### src/core/mdu_params.svh
// Purpose: address map, field positions, reset values and cycle counts of the arithmetic unit
// Assumes: included by bare name from the design file
// Notes: definitions only
`ifndef MDU_PARAMS_SVH
`define MDU_PARAMS_SVH

`define MDU_ADDR_W 20
`define MDU_OFS_ACCUM_LO 20'hF00E0
`define MDU_OFS_ACCUM_HI 20'hF00E4
`define MDU_OFS_CTRL 20'hF00E8
`define MDU_OFS_OPA_LO 20'hF00F0
`define MDU_OFS_OPA_HI 20'hF00F4
`define MDU_OFS_PROD_LO 20'hF00F8
`define MDU_OFS_PROD_HI 20'hF00FC

`define MDU_BIT_DIV_SEL 7
`define MDU_BIT_ACC_SEL 6
`define MDU_BIT_SIGNED_SEL 3
`define MDU_BIT_OVERFLOW 2
`define MDU_BIT_SIGN 1
`define MDU_BIT_DIV_RUN 0

`define MDU_CTRL_RST 8'h00
`define MDU_DATA_RST 16'h0000

`define MDU_DIV_LAST_STEP 5'h1F

`endif

### src/core/mdu_pkg.sv
// Purpose: types shared by the arithmetic unit
// Assumes: nothing beyond plain SystemVerilog
// Notes: mode and register selectors only
`default_nettype none

package mdu_pkg;

  typedef enum logic [2:0] {
    MDU_MUL_U,
    MDU_MUL_S,
    MDU_MAC_U,
    MDU_MAC_S,
    MDU_DIV,
    MDU_BAD
  } mdu_mode_e;

  typedef enum logic [2:0] {
    MDU_REG_CTRL,
    MDU_REG_OPA_LO,
    MDU_REG_OPA_HI,
    MDU_REG_PROD_LO,
    MDU_REG_PROD_HI,
    MDU_REG_ACC_LO,
    MDU_REG_ACC_HI,
    MDU_REG_NONE
  } mdu_reg_e;

endpackage : mdu_pkg

`default_nettype wire

### src/core/mdu_unit.sv
// Purpose: 16x16 multiply, 16x16+32 multiply-accumulate and 32/32 unsigned divide on APB
// Assumes: one 20 MHz clock, synchronous active-high reset, APB4 master
// Notes: division is bit-serial, one quotient bit per clock, 32 clocks in all
`default_nettype none
`include "mdu_params.svh"

// Functional notes
// - multiplier from high, multiplicand low, product pair
// - accumulate adds product into accum pair
// - dividend in operand pair, replaced by quotient
// - divisor taken from product pair
// - remainder written into accum pair
// - plain multiply never touches accum pair
// - reset clears all six data registers
// - reset clears control, unsigned multiply selected
// - mode from bits 7,6,3; bits 5,4 zero
// - division done interrupt only when acc_select 0
// - flags at bits 2,1,0; overflow and sign read-only, div_run set by a start write
// - overflow reads 0 after an accumulate without overflow; only accumulate updates it
// - signed modes use two's complement
// - 16-bit data access, 8-bit control access
// - all arithmetic on the one system clock
// - div_run starts, self-clears, sticky while busy
// - multiply one clock, accumulate two clocks
// - overflow sets flag and raises interrupt
// - sign flag follows accum sign, signed accumulate only
module mdu_unit
  import mdu_pkg::*;
(
  input wire logic clk_i,
  input wire logic sys_rst_i,
  input wire logic psel_i,
  input wire logic penable_i,
  input wire logic pwrite_i,
  input wire logic [`MDU_ADDR_W-1:0] paddr_i,
  input wire logic [31:0] pwdata_i,
  input wire logic [3:0] pstrb_i,
  output logic [31:0] prdata_o,
  output logic pready_o,
  output logic pslverr_o,
  output logic arith_done_irq_o
);

  logic div_select_reg;
  logic acc_select_reg;
  logic signed_select_reg;
  logic overflow_flag_reg;
  logic div_run_reg;
  logic [4:0] div_step_reg;
  logic [15:0] operand_a_low_reg;
  logic [15:0] operand_a_high_reg;
  logic [15:0] product_low_reg;
  logic [15:0] product_high_reg;
  logic [15:0] accum_low_reg;
  logic [15:0] accum_high_reg;
  logic opa_low_seen_reg;
  logic opa_high_seen_reg;
  logic mul_go_reg;
  logic acc_go_reg;

  mdu_mode_e mode;
  mdu_reg_e reg_sel;
  logic access_phase;
  logic bad_access;
  logic wr_fire;
  logic wr_ctrl;
  logic wr_opa_lo;
  logic wr_opa_hi;
  logic wr_prod_lo;
  logic wr_prod_hi;
  logic wr_acc_lo;
  logic wr_acc_hi;
  logic sign_flag;
  logic [7:0] ctrl_read;
  logic [31:0] read_next;
  logic is_mul;
  logic is_mac;
  logic mul_go_next;
  logic div_start;
  logic div_step;
  logic div_done;
  logic [31:0] prod_u;
  logic signed [31:0] prod_s;
  logic [31:0] prod_next;
  logic [31:0] accum_now;
  logic [31:0] product_now;
  logic [32:0] sum_u;
  logic [31:0] acc_sum;
  logic acc_ovf;
  logic [31:0] divisor;
  logic [32:0] rem_shift;
  logic [32:0] rem_diff;
  logic [31:0] rem_next;
  logic [31:0] quo_next;

  localparam logic [7:0] ctrl_rst_val = `MDU_CTRL_RST;

  // bus decode
  always_comb begin
    case (paddr_i)
      `MDU_OFS_CTRL: reg_sel = MDU_REG_CTRL;
      `MDU_OFS_OPA_LO: reg_sel = MDU_REG_OPA_LO;
      `MDU_OFS_OPA_HI: reg_sel = MDU_REG_OPA_HI;
      `MDU_OFS_PROD_LO: reg_sel = MDU_REG_PROD_LO;
      `MDU_OFS_PROD_HI: reg_sel = MDU_REG_PROD_HI;
      `MDU_OFS_ACCUM_LO: reg_sel = MDU_REG_ACC_LO;
      `MDU_OFS_ACCUM_HI: reg_sel = MDU_REG_ACC_HI;
      default: reg_sel = MDU_REG_NONE;
    endcase
  end

  assign access_phase = psel_i & penable_i;

  // data registers need both low lanes, control needs lane 0
  always_comb begin
    bad_access = 1'b0;
    if (reg_sel == MDU_REG_NONE) begin
      bad_access = 1'b1;
    end else if (pwrite_i && reg_sel == MDU_REG_CTRL) begin
      bad_access = ~pstrb_i[0];
    end else if (pwrite_i) begin
      bad_access = (pstrb_i[1:0] != 2'b11);
    end
  end

  // a write lands only at the edge where pready is sampled high
  assign wr_fire = access_phase & pready_o & pwrite_i & ~pslverr_o;
  assign wr_ctrl = wr_fire & (reg_sel == MDU_REG_CTRL);
  assign wr_opa_lo = wr_fire & (reg_sel == MDU_REG_OPA_LO);
  assign wr_opa_hi = wr_fire & (reg_sel == MDU_REG_OPA_HI);
  assign wr_prod_lo = wr_fire & (reg_sel == MDU_REG_PROD_LO);
  assign wr_prod_hi = wr_fire & (reg_sel == MDU_REG_PROD_HI);
  assign wr_acc_lo = wr_fire & (reg_sel == MDU_REG_ACC_LO);
  assign wr_acc_hi = wr_fire & (reg_sel == MDU_REG_ACC_HI);

  always_comb begin
    case ({div_select_reg, acc_select_reg, signed_select_reg})
      3'b000: mode = MDU_MUL_U;
      3'b001: mode = MDU_MUL_S;
      3'b010: mode = MDU_MAC_U;
      3'b011: mode = MDU_MAC_S;
      3'b100, 3'b110: mode = MDU_DIV;
      default: mode = MDU_BAD;
    endcase
  end

  assign is_mul = (mode == MDU_MUL_U) | (mode == MDU_MUL_S);
  assign is_mac = (mode == MDU_MAC_U) | (mode == MDU_MAC_S);
  assign sign_flag = (mode == MDU_MAC_S) & accum_high_reg[15];

  always_comb begin
    ctrl_read = 8'h00;
    ctrl_read[`MDU_BIT_DIV_SEL] = div_select_reg;
    ctrl_read[`MDU_BIT_ACC_SEL] = acc_select_reg;
    ctrl_read[`MDU_BIT_SIGNED_SEL] = signed_select_reg;
    ctrl_read[`MDU_BIT_OVERFLOW] = overflow_flag_reg;
    ctrl_read[`MDU_BIT_SIGN] = sign_flag;
    ctrl_read[`MDU_BIT_DIV_RUN] = div_run_reg;
  end

  always_comb begin
    case (reg_sel)
      MDU_REG_CTRL: read_next = {24'h000000, ctrl_read};
      MDU_REG_OPA_LO: read_next = {16'h0000, operand_a_low_reg};
      MDU_REG_OPA_HI: read_next = {16'h0000, operand_a_high_reg};
      MDU_REG_PROD_LO: read_next = {16'h0000, product_low_reg};
      MDU_REG_PROD_HI: read_next = {16'h0000, product_high_reg};
      MDU_REG_ACC_LO: read_next = {16'h0000, accum_low_reg};
      MDU_REG_ACC_HI: read_next = {16'h0000, accum_high_reg};
      default: read_next = 32'h0000_0000;
    endcase
  end

  // one wait cycle: pready rises on the first access cycle, falls after the handshake
  always_ff @(posedge clk_i) begin
    if (sys_rst_i) begin
      pready_o <= 1'b0;
      pslverr_o <= 1'b0;
      prdata_o <= 32'h0000_0000;
    end else if (access_phase && !pready_o) begin
      pready_o <= 1'b1;
      pslverr_o <= bad_access;
      prdata_o <= pwrite_i ? 32'h0000_0000 : read_next;
    end else begin
      pready_o <= 1'b0;
      pslverr_o <= 1'b0;
    end
  end

  // mode bits; overflow and sign flags are not software-writable, div_run is set only by a start write
  always_ff @(posedge clk_i) begin
    if (sys_rst_i) begin
      div_select_reg <= ctrl_rst_val[`MDU_BIT_DIV_SEL];
      acc_select_reg <= ctrl_rst_val[`MDU_BIT_ACC_SEL];
      signed_select_reg <= ctrl_rst_val[`MDU_BIT_SIGNED_SEL];
    end else if (wr_ctrl) begin
      div_select_reg <= pwdata_i[`MDU_BIT_DIV_SEL];
      acc_select_reg <= pwdata_i[`MDU_BIT_ACC_SEL];
      signed_select_reg <= pwdata_i[`MDU_BIT_SIGNED_SEL];
    end
  end

  // start only if the value being written itself selects division
  assign div_start = wr_ctrl & ~div_run_reg & pwdata_i[`MDU_BIT_DIV_RUN]
                     & pwdata_i[`MDU_BIT_DIV_SEL] & ~pwdata_i[`MDU_BIT_SIGNED_SEL];
  assign div_step = div_run_reg;
  assign div_done = div_run_reg & (div_step_reg == `MDU_DIV_LAST_STEP);

  always_ff @(posedge clk_i) begin
    if (sys_rst_i) begin
      div_run_reg <= 1'b0;
    end else if (div_done) begin
      div_run_reg <= 1'b0;
    end else if (div_start) begin
      div_run_reg <= 1'b1;
    end
  end

  always_ff @(posedge clk_i) begin
    if (sys_rst_i) begin
      div_step_reg <= 5'h00;
    end else if (div_start) begin
      div_step_reg <= 5'h00;
    end else if (div_step) begin
      div_step_reg <= div_step_reg + 5'h01;
    end
  end

  // restoring divider step, quotient bits shift into the dividend pair
  assign divisor = {product_high_reg, product_low_reg};
  assign accum_now = {accum_high_reg, accum_low_reg};
  assign rem_shift = {accum_now, operand_a_high_reg[15]};
  assign rem_diff = rem_shift - {1'b0, divisor};
  assign rem_next = rem_diff[32] ? rem_shift[31:0] : rem_diff[31:0];
  assign quo_next = {operand_a_high_reg[14:0], operand_a_low_reg, ~rem_diff[32]};

  // plain multiply waits for both halves; accumulate is kicked by the high half
  assign mul_go_next = (is_mul & (wr_opa_lo | wr_opa_hi)
                        & (wr_opa_lo | opa_low_seen_reg) & (wr_opa_hi | opa_high_seen_reg))
                       | (is_mac & wr_opa_hi);

  always_ff @(posedge clk_i) begin
    if (sys_rst_i) begin
      opa_low_seen_reg <= 1'b0;
      opa_high_seen_reg <= 1'b0;
    end else if (mul_go_next) begin
      opa_low_seen_reg <= 1'b0;
      opa_high_seen_reg <= 1'b0;
    end else if (is_mul) begin
      opa_low_seen_reg <= opa_low_seen_reg | wr_opa_lo;
      opa_high_seen_reg <= opa_high_seen_reg | wr_opa_hi;
    end else begin
      // halves written in other modes must not half-arm a later multiply
      opa_low_seen_reg <= 1'b0;
      opa_high_seen_reg <= 1'b0;
    end
  end

  always_ff @(posedge clk_i) begin
    if (sys_rst_i) begin
      mul_go_reg <= 1'b0;
      acc_go_reg <= 1'b0;
    end else begin
      mul_go_reg <= mul_go_next;
      acc_go_reg <= mul_go_reg & is_mac;
    end
  end

  assign prod_u = {16'h0000, operand_a_high_reg} * {16'h0000, operand_a_low_reg};
  assign prod_s = $signed({{16{operand_a_high_reg[15]}}, operand_a_high_reg})
                  * $signed({{16{operand_a_low_reg[15]}}, operand_a_low_reg});
  assign prod_next = signed_select_reg ? prod_s : prod_u;

  // accumulate uses the product latched one clock earlier
  assign product_now = {product_high_reg, product_low_reg};
  assign sum_u = {1'b0, accum_now} + {1'b0, product_now};
  assign acc_sum = sum_u[31:0];
  assign acc_ovf = signed_select_reg
                   ? (accum_now[31] == product_now[31]) & (acc_sum[31] != accum_now[31])
                   : sum_u[32];

  always_ff @(posedge clk_i) begin
    if (sys_rst_i) begin
      overflow_flag_reg <= 1'b0;
    end else if (acc_go_reg) begin
      overflow_flag_reg <= acc_ovf;
    end
  end

  always_ff @(posedge clk_i) begin
    if (sys_rst_i) begin
      arith_done_irq_o <= 1'b0;
    end else begin
      arith_done_irq_o <= (div_done & ~acc_select_reg) | (acc_go_reg & acc_ovf);
    end
  end

  // bus writes during a division are undefined by contract; the divider wins
  always_ff @(posedge clk_i) begin
    if (sys_rst_i) begin
      operand_a_low_reg <= `MDU_DATA_RST;
      operand_a_high_reg <= `MDU_DATA_RST;
    end else if (div_step) begin
      {operand_a_high_reg, operand_a_low_reg} <= quo_next;
    end else begin
      if (wr_opa_lo) begin
        operand_a_low_reg <= pwdata_i[15:0];
      end
      if (wr_opa_hi) begin
        operand_a_high_reg <= pwdata_i[15:0];
      end
    end
  end

  always_ff @(posedge clk_i) begin
    if (sys_rst_i) begin
      product_low_reg <= `MDU_DATA_RST;
      product_high_reg <= `MDU_DATA_RST;
    end else if (mul_go_reg) begin
      {product_high_reg, product_low_reg} <= prod_next;
    end else begin
      if (wr_prod_lo) begin
        product_low_reg <= pwdata_i[15:0];
      end
      if (wr_prod_hi) begin
        product_high_reg <= pwdata_i[15:0];
      end
    end
  end

  // only division, accumulate and bus writes touch this pair, never plain multiply
  always_ff @(posedge clk_i) begin
    if (sys_rst_i) begin
      accum_low_reg <= `MDU_DATA_RST;
      accum_high_reg <= `MDU_DATA_RST;
    end else if (div_start) begin
      {accum_high_reg, accum_low_reg} <= 32'h0000_0000;
    end else if (div_step) begin
      {accum_high_reg, accum_low_reg} <= rem_next;
    end else if (acc_go_reg) begin
      {accum_high_reg, accum_low_reg} <= acc_sum;
    end else begin
      if (wr_acc_lo) begin
        accum_low_reg <= pwdata_i[15:0];
      end
      if (wr_acc_hi) begin
        accum_high_reg <= pwdata_i[15:0];
      end
    end
  end

endmodule : mdu_unit

`default_nettype wire

### config.mk
export PLATFORM = sky130hd
export DESIGN_NAME = mdu_unit
export DESIGN_NICKNAME = d
export VERILOG_FILES = /design/src/core/mdu_pkg.sv /design/src/core/mdu_unit.sv
export VERILOG_INCLUDE_DIRS = /design/src /design/src/core
export SDC_FILE = /design/constraint.sdc
export NUM_CORES = 2
export LEC_CHECK = 0
export ABC_AREA = 0
export BUFFER_PORTS_ARGS = -buffer_cell sky130_fd_sc_hd__buf_2
export CELL_PAD_IN_SITES_DETAIL_PLACEMENT = 2
export CELL_PAD_IN_SITES_GLOBAL_PLACEMENT = 2
export CORE_MARGIN = 2
export CORE_UTILIZATION = 39
export DETAILED_ROUTE_END_ITERATION = 8
export PLACE_DENSITY_LB_ADDON = 0.1
export SKIP_LAST_GASP = 1
export SLEW_MARGIN = 20
export SYNTH_ARGS = -nofsm -noshare
export SYNTH_HDL_FRONTEND = slang
export SYNTH_SLANG_ARGS = --single-unit
### constraint.sdc
create_clock -name clk_i -period 8.3 [get_ports clk_i]
set_input_delay 0.415 -clock clk_i [delete_from_list [all_inputs] [get_ports clk_i]]
set_output_delay 0.415 -clock clk_i [all_outputs]
set_load 0.03 [all_outputs]
# --- Word level (Yosys, flattened, before mapping) ---
# Index checks and enable logic that the tools add are counted.
classes:
  addsub: 3
  n_mul: 2
  eq_ne: 26
  n_mux: 25
  bitwise_logic: 40
  reduce_logical: 17
op_table:
  columns: ["op", "n"]
  rows:
  - ["$mux W16", 14]
  - ["$eq A20 B20 Y1 const B", 7]
  - ["$pmux W16 S7", 1]
  - ["$mux W32", 3]
  - ["$mul A16 B16 Y32", 2]
  - ["$add A32 B32 Y33", 1]
  - ["$sub A33 B32 Y33", 1]
  - ["$and A1 B1 Y1", 25]
  - ["$pmux W3 S7", 1]
  - ["$eq A3 B2 Y1 const B", 6]
  - ["$eq A3 B3 Y1 const B", 6]
  - ["$pmux W3 S5", 1]
  - ["$eq A3 B1 Y1 const B", 3]
  - ["$logic_not A3 Y1", 3]
  - ["$not A1 Y1", 8]
  - ["$reduce_bool A2 Y1", 4]
  - ["$reduce_or A2 Y1", 4]
  - ["$or A1 B1 Y1", 7]
  - ["$reduce_bool A3 Y1", 2]
  - ["$add A5 B1 Y5 const B", 1]
  - ["$eq A5 B5 Y1 const B", 1]
  - ["$mux W1", 5]
  - ["$reduce_or A3 Y1", 1]
  - ["$logic_and A1 B1 Y1", 2]
  - ["other kinds (4)", 4]
word_totals:
  regBits: 145
  in_bits: 61
  out_inout_bits: 35
  elab_cells: 133

# --- Logic depth before layout (Yosys ltp) ---
logic_depth:
  depth_word: 11
  mapped_depth: 27

# --- Worst setup path after synthesis ---
# Ideal clock, no wire load.
synth_path:
  path_type: "register -> register"
  start: "register operand_a_high_reg[11]"
  end: "register product_high_reg[15]"
  setup_time_ns: 0.134
  t_arrival_ns: 6.320
  t_required_ns: 8.166
  path_slack_ns: 1.846
  stages_incl_launch_ff: 25
  path_buffers: 3
  synth_period_minus_slack_ns: 6.454
  cell_sequence: "dfxtp_1 -> clkbuf_1 -> clkbuf_1 -> nand2_1 -> fa_1 -> fa_1 -> inv_1 -> fa_1 -> inv_1 -> fa_1 -> fa_1 -> fa_1 -> inv_1 -> ha_1 -> clkbuf_1 -> a21oi_1 -> o21ai_0 -> a221oi_1 -> a21oi_1 -> nor2_1 -> o21ai_0 -> a31oi_1 -> nor2b_1 -> mux2i_1 -> or4_1"
synth_via:
  elab_chain_len: 3
  word_cells_on_any_way: 4
  cone_classes: "2 x mul; 2 x mux"
synth_rtl:
  columns: ["element", "line", "text"]
  rows:
  - ["start, declared", "mdu_unit.sv:51", "logic [15:0] operand_a_high_reg;"]
  - ["start signal, assigned", "mdu_unit.sv:302", "operand_a_high_reg <= `MDU_DATA_RST;"]
  - ["start signal, assigned", "mdu_unit.sv:304", "{operand_a_high_reg, operand_a_low_reg} <= quo_next;"]
  - ["start signal, assigned", "mdu_unit.sv:310", "operand_a_high_reg <= pwdata_i[15:0];"]
  - ["$mul A16 B16 Y32, on equally long branches", "mdu_unit.sv:269, mdu_unit.sv:271", null]
  - ["$mux W32 (*)", "mdu_unit.sv:272", "assign prod_next = signed_select_reg ? prod_s : prod_u;"]
  - ["$mux W16 (*)", "mdu_unit.sv:319", "end else if (mul_go_reg) begin"]
  - ["end signal, assigned", "mdu_unit.sv:318", "product_high_reg <= `MDU_DATA_RST;"]
  - ["end signal, assigned", "mdu_unit.sv:320", "{product_high_reg, product_low_reg} <= prod_next;"]
  - ["end signal, assigned", "mdu_unit.sv:326", "product_high_reg <= pwdata_i[15:0];"]
  - ["end, declared", "mdu_unit.sv:53", "logic [15:0] product_high_reg;"]
# Every way passes the cells marked *; elsewhere a longest branch is shown, timed or not.
# A chain may end at the register's enable or synchronous reset.

# --- Final worst setup path ---
layout_path:
  start: "register operand_a_low_reg[4]"
  end: "register product_high_reg[14]"
layout_via:
  elab_chain_len: 3
  word_cells_on_any_way: 4
  cone_classes: "2 x mul; 2 x mux"
layout_rtl:
  columns: ["element", "line", "text"]
  rows:
  - ["start, declared", "mdu_unit.sv:50", "logic [15:0] operand_a_low_reg;"]
  - ["start signal, assigned", "mdu_unit.sv:301", "operand_a_low_reg <= `MDU_DATA_RST;"]
  - ["start signal, assigned", "mdu_unit.sv:304", null]
  - ["start signal, assigned", "mdu_unit.sv:307", "operand_a_low_reg <= pwdata_i[15:0];"]
  - ["$mul A16 B16 Y32, on equally long branches", "mdu_unit.sv:269, mdu_unit.sv:271", null]
  - ["$mux W32 (*)", "mdu_unit.sv:272", null]
  - ["$mux W16 (*)", "mdu_unit.sv:319", null]
# Marked as above.

==> flow_summary.json <==
{
  "status": "finished, final reports clean",
  "worstPathCellList": "nand2_1, fa_1, fa_1, fa_1, inv_1, fa_1, fa_1, inv_1, fa_1, inv_1, ha_1, and3_1, and3_1, o2111ai_1, a31oi_1, o22ai_1, o21ai_0, nor4_1, a31o_2, a21o_1, a311oi_1",
  "seqPwrFrac": 0.394,
  "fin_util": 0.424,
  "wl_per_cell_um": 26.2,
  "yosysMostFrequentCell": "inv_1",
  "row_count": 92,
  "hpwl_um": 81900,
  "worst_path_max_delay_cell": "dfxtp_1",
  "ys_ff_latch": 129,
  "start_util": 0.396,
  "wl_um": 101000,
  "p_int_w": 0.00118,
  "worst_skew_pair.late_latency_ns": 0.44,
  "p_per_area_mw_per_mm2": 58.6,
  "layout-drive-gt1-share": 0.0647,
  "drcViolationCount": 0,
  "arrival_ns": 8.20,
  "worstPathMaxFanout": 19,
  "holdWs_ns": 0.350,
  "drtAntennaViolNets": 0,
  "min_period_ns": 7.85,
  "via_per_inst": 5.75,
  "die_h_um": 257,
  "finalCritPeriodShare": 0.946,
  "synth_area_mm2": 0.0250,
  "rsz0062_at_grt": "false",
  "synth_largest_area_cell": "fa_1",
  "ys_seq_area_frac": 0.103,
  "dr.pass1.iters": 7,
  "slew_violations": 0,
  "htree_levels": 4,
  "worst_pin_slew_ns": 1.19,
  "via_count": 22100,
  "io_pins": 96,
  "holdBufCountCts": 0,
  "grt_max_degree": 63,
  "synth_common_cells": "inv_1 (500), fa_1 (368), nand2_1 (252), nor2_1 (239), ha_1 (218)",
  "timing.max_cap.violations": 0,
  "hold_class": "input port to register",
  "ir_drop_v": 0.0000748,
  "nNetsFinal": 3634,
  "p_comb_frac": 0.046,
  "antenna_found_initial": 5,
  "p_sw_w": 0.000392,
  "dieArea_mm2": 0.0662,
  "setup_violations": 0,
  "clock_tree.root_cell": "clkbuf_16",
  "grt_usage": 0.310,
  "required_ns": 8.65,
  "slew_headroom": 0.208,
  "grt_pass1_wl_um": 156000,
  "finClkSkew_ns": 0.0111,
  "pre_cts_ws_ns": 0.468,
  "max_stage_delay_ns": 1.08,
  "dieWidth_um": 257,
  "clock_path_buffers": 2,
  "synth_cell_types": 94,
  "clock-sinks": 129,
  "finalSetupTns_ns": 0,
  "max_freq_ghz": 0.127,
  "grt_pass1_vias": 25200,
  "cp-end-kind": "register",
  "synth-async-reset-ratio": 0,
  "clkTransAtPathRegs_ns": 0.07,
  "grt_overflow_total": 0,
  "syn_area_per_cell_um2": 8.31,
  "yosys-top-cells-area": "fa_1 (29%), ha_1 (11%), dfxtp_1 (10%)",
  "post_cts_buffers": 0,
  "crit_buf_inv": 3,
  "synth-edff-count": 0,
  "synth_top_area_share": 0.295,
  "p_leak_nw": 12.8,
  "clockPowerShare": 0.560,
  "crit_type": "register to register",
  "start_kind": "register",
  "area_growth_pct": 7.09,
  "synth_flop_cell": "dfxtp_1",
  "cts-resized-gates": 0,
  "crit_family": "adder cells",
  "finalHoldViolations": 0,
  "crit_top_cell": "fa_1",
  "io_buffers": 61,
  "cts_made_buffers": 17,
  "drtIter0Drc": 1577,
  "swShare": 0.250,
  "yosys_warnings": 0,
  "cts_tree": "yes",
  "finalPower_w": 0.00157,
  "syn_inst": 3008,
  "worst_slack_ns": 0.452,
  "gp_congestion": 0.968,
  "coreArea_mm2": 0.0632,
  "diodes": 0
}
[layout by cell type (no fill, tap or decap), types with 7 or more instances in the layout]
cell / synthesis / final
ha_1: 218 / 218
buf_2: 28 / 60
or2_2: 7 / 7
a21oi_1: 201 / 201
nand4_1: 8 / 8
clkbuf_16: 0 / 17
a222oi_1: 26 / 26
conb_1: 1 / 16
a21o_1: 50 / 50
or3_1: 10 / 10
nor2_1: 239 / 239
o21bai_1: 9 / 9
mux2i_1: 45 / 45
nor3_1: 29 / 29
a211oi_1: 73 / 73
xnor2_1: 61 / 61
nor4_1: 8 / 7
a32o_1: 8 / 8
buf_4: 18 / 62
o31ai_1: 8 / 8
and3_1: 18 / 18
nand3_1: 27 / 27
a211o_1: 10 / 10
nor2b_1: 26 / 26
dfxtp_1: 129 / 126
a31oi_1: 31 / 31
o21ai_0: 88 / 88
o21ai_1: 9 / 9
a22oi_1: 13 / 13
fa_1: 368 / 368
xor2_1: 40 / 40
o21a_1: 26 / 26
o211ai_1: 26 / 26
nand2b_1: 21 / 21
and2_1: 130 / 130
a221oi_1: 8 / 8
inv_1: 500 / 500
nand2_1: 252 / 252
[power groups by stage]
stage | sequential, W | combinational [W] | clock (W)
final | 0.000619 | 0.0000722 | 0.000879
after global routing | 0.000619 | 0.0000746 | 0.000912
after CTS | 0.000619 | 0.0000709 | 0.000883
after detailed placement | 0.000633 | 0.0000705 | 0
after global placement | 0.000633 | 0.0000698 | 0
after floorplan | 0.000634 | 0.0000390 | 0
[through the flow]
step / instances / instance area [µm²]
floorplan: 3023 / 25100
global placement: 3814 / 26100
detailed placement: 3814 / 26100
CTS: 3846 / 26800
global route: 3846 / 26800
finish: 3846 / 26800
[cell families after synthesis]
kind of cell / synth area share
adders and majority gates: 0.404
DFF: 0.103
muxes: 0.0198
buffers and inverters: 0.107
other: 0.000150
AOI/OAI and AO/OA: 0.175
and+or+nand+nor: 0.156
xor gates and xnor gates: 0.0354
[final timing paths]
path,endpoint,slack [ns],depth (start not counted),from
worst min-delay path,pslverr_o,0.35,3,pwrite_i
worst max-delay path,product_high_reg[14],0.45,21,operand_a_low_reg[4]
worst max register to register,product_high_reg[14],0.45,21,operand_a_low_reg[4]
worst min register to register,opa_low_seen_reg,0.49,1,opa_low_seen_reg
[cell type report]
cell class,count,area [µm²]
clock buffer,20,447
clock inverter,12,206
fill,7113,36400
inverter,502,1880
multi-input combinational,2215,19800
sequential,129,2590
tap,846,1060
timing repair buffer,122,766
[worst min-delay path, delay by kind of cell]
family | cells | cell delay, ns
buffers and inverters | 1 | 0.12
AOI/OAI and AO/OA | 1 | 0.14
and+or+nand+nor | 1 | 0.06
[layer usage]
layer / routed length (µm) / global-route usage / part of all wire / vias to the layer above
li1: - / - / - / 9828
met1: 43500 / 0.397 / 0.43 / 11700
met2: 50200 / 0.552 / 0.50 / 495
met3: 3620 / 0.0283 / 0.036 / 148
met4: 3430 / 0.0932 / 0.034 / 2
met5: 10 / 0 / 0.000099 / -
Note: power is estimated with default switching activity, not from simulation.
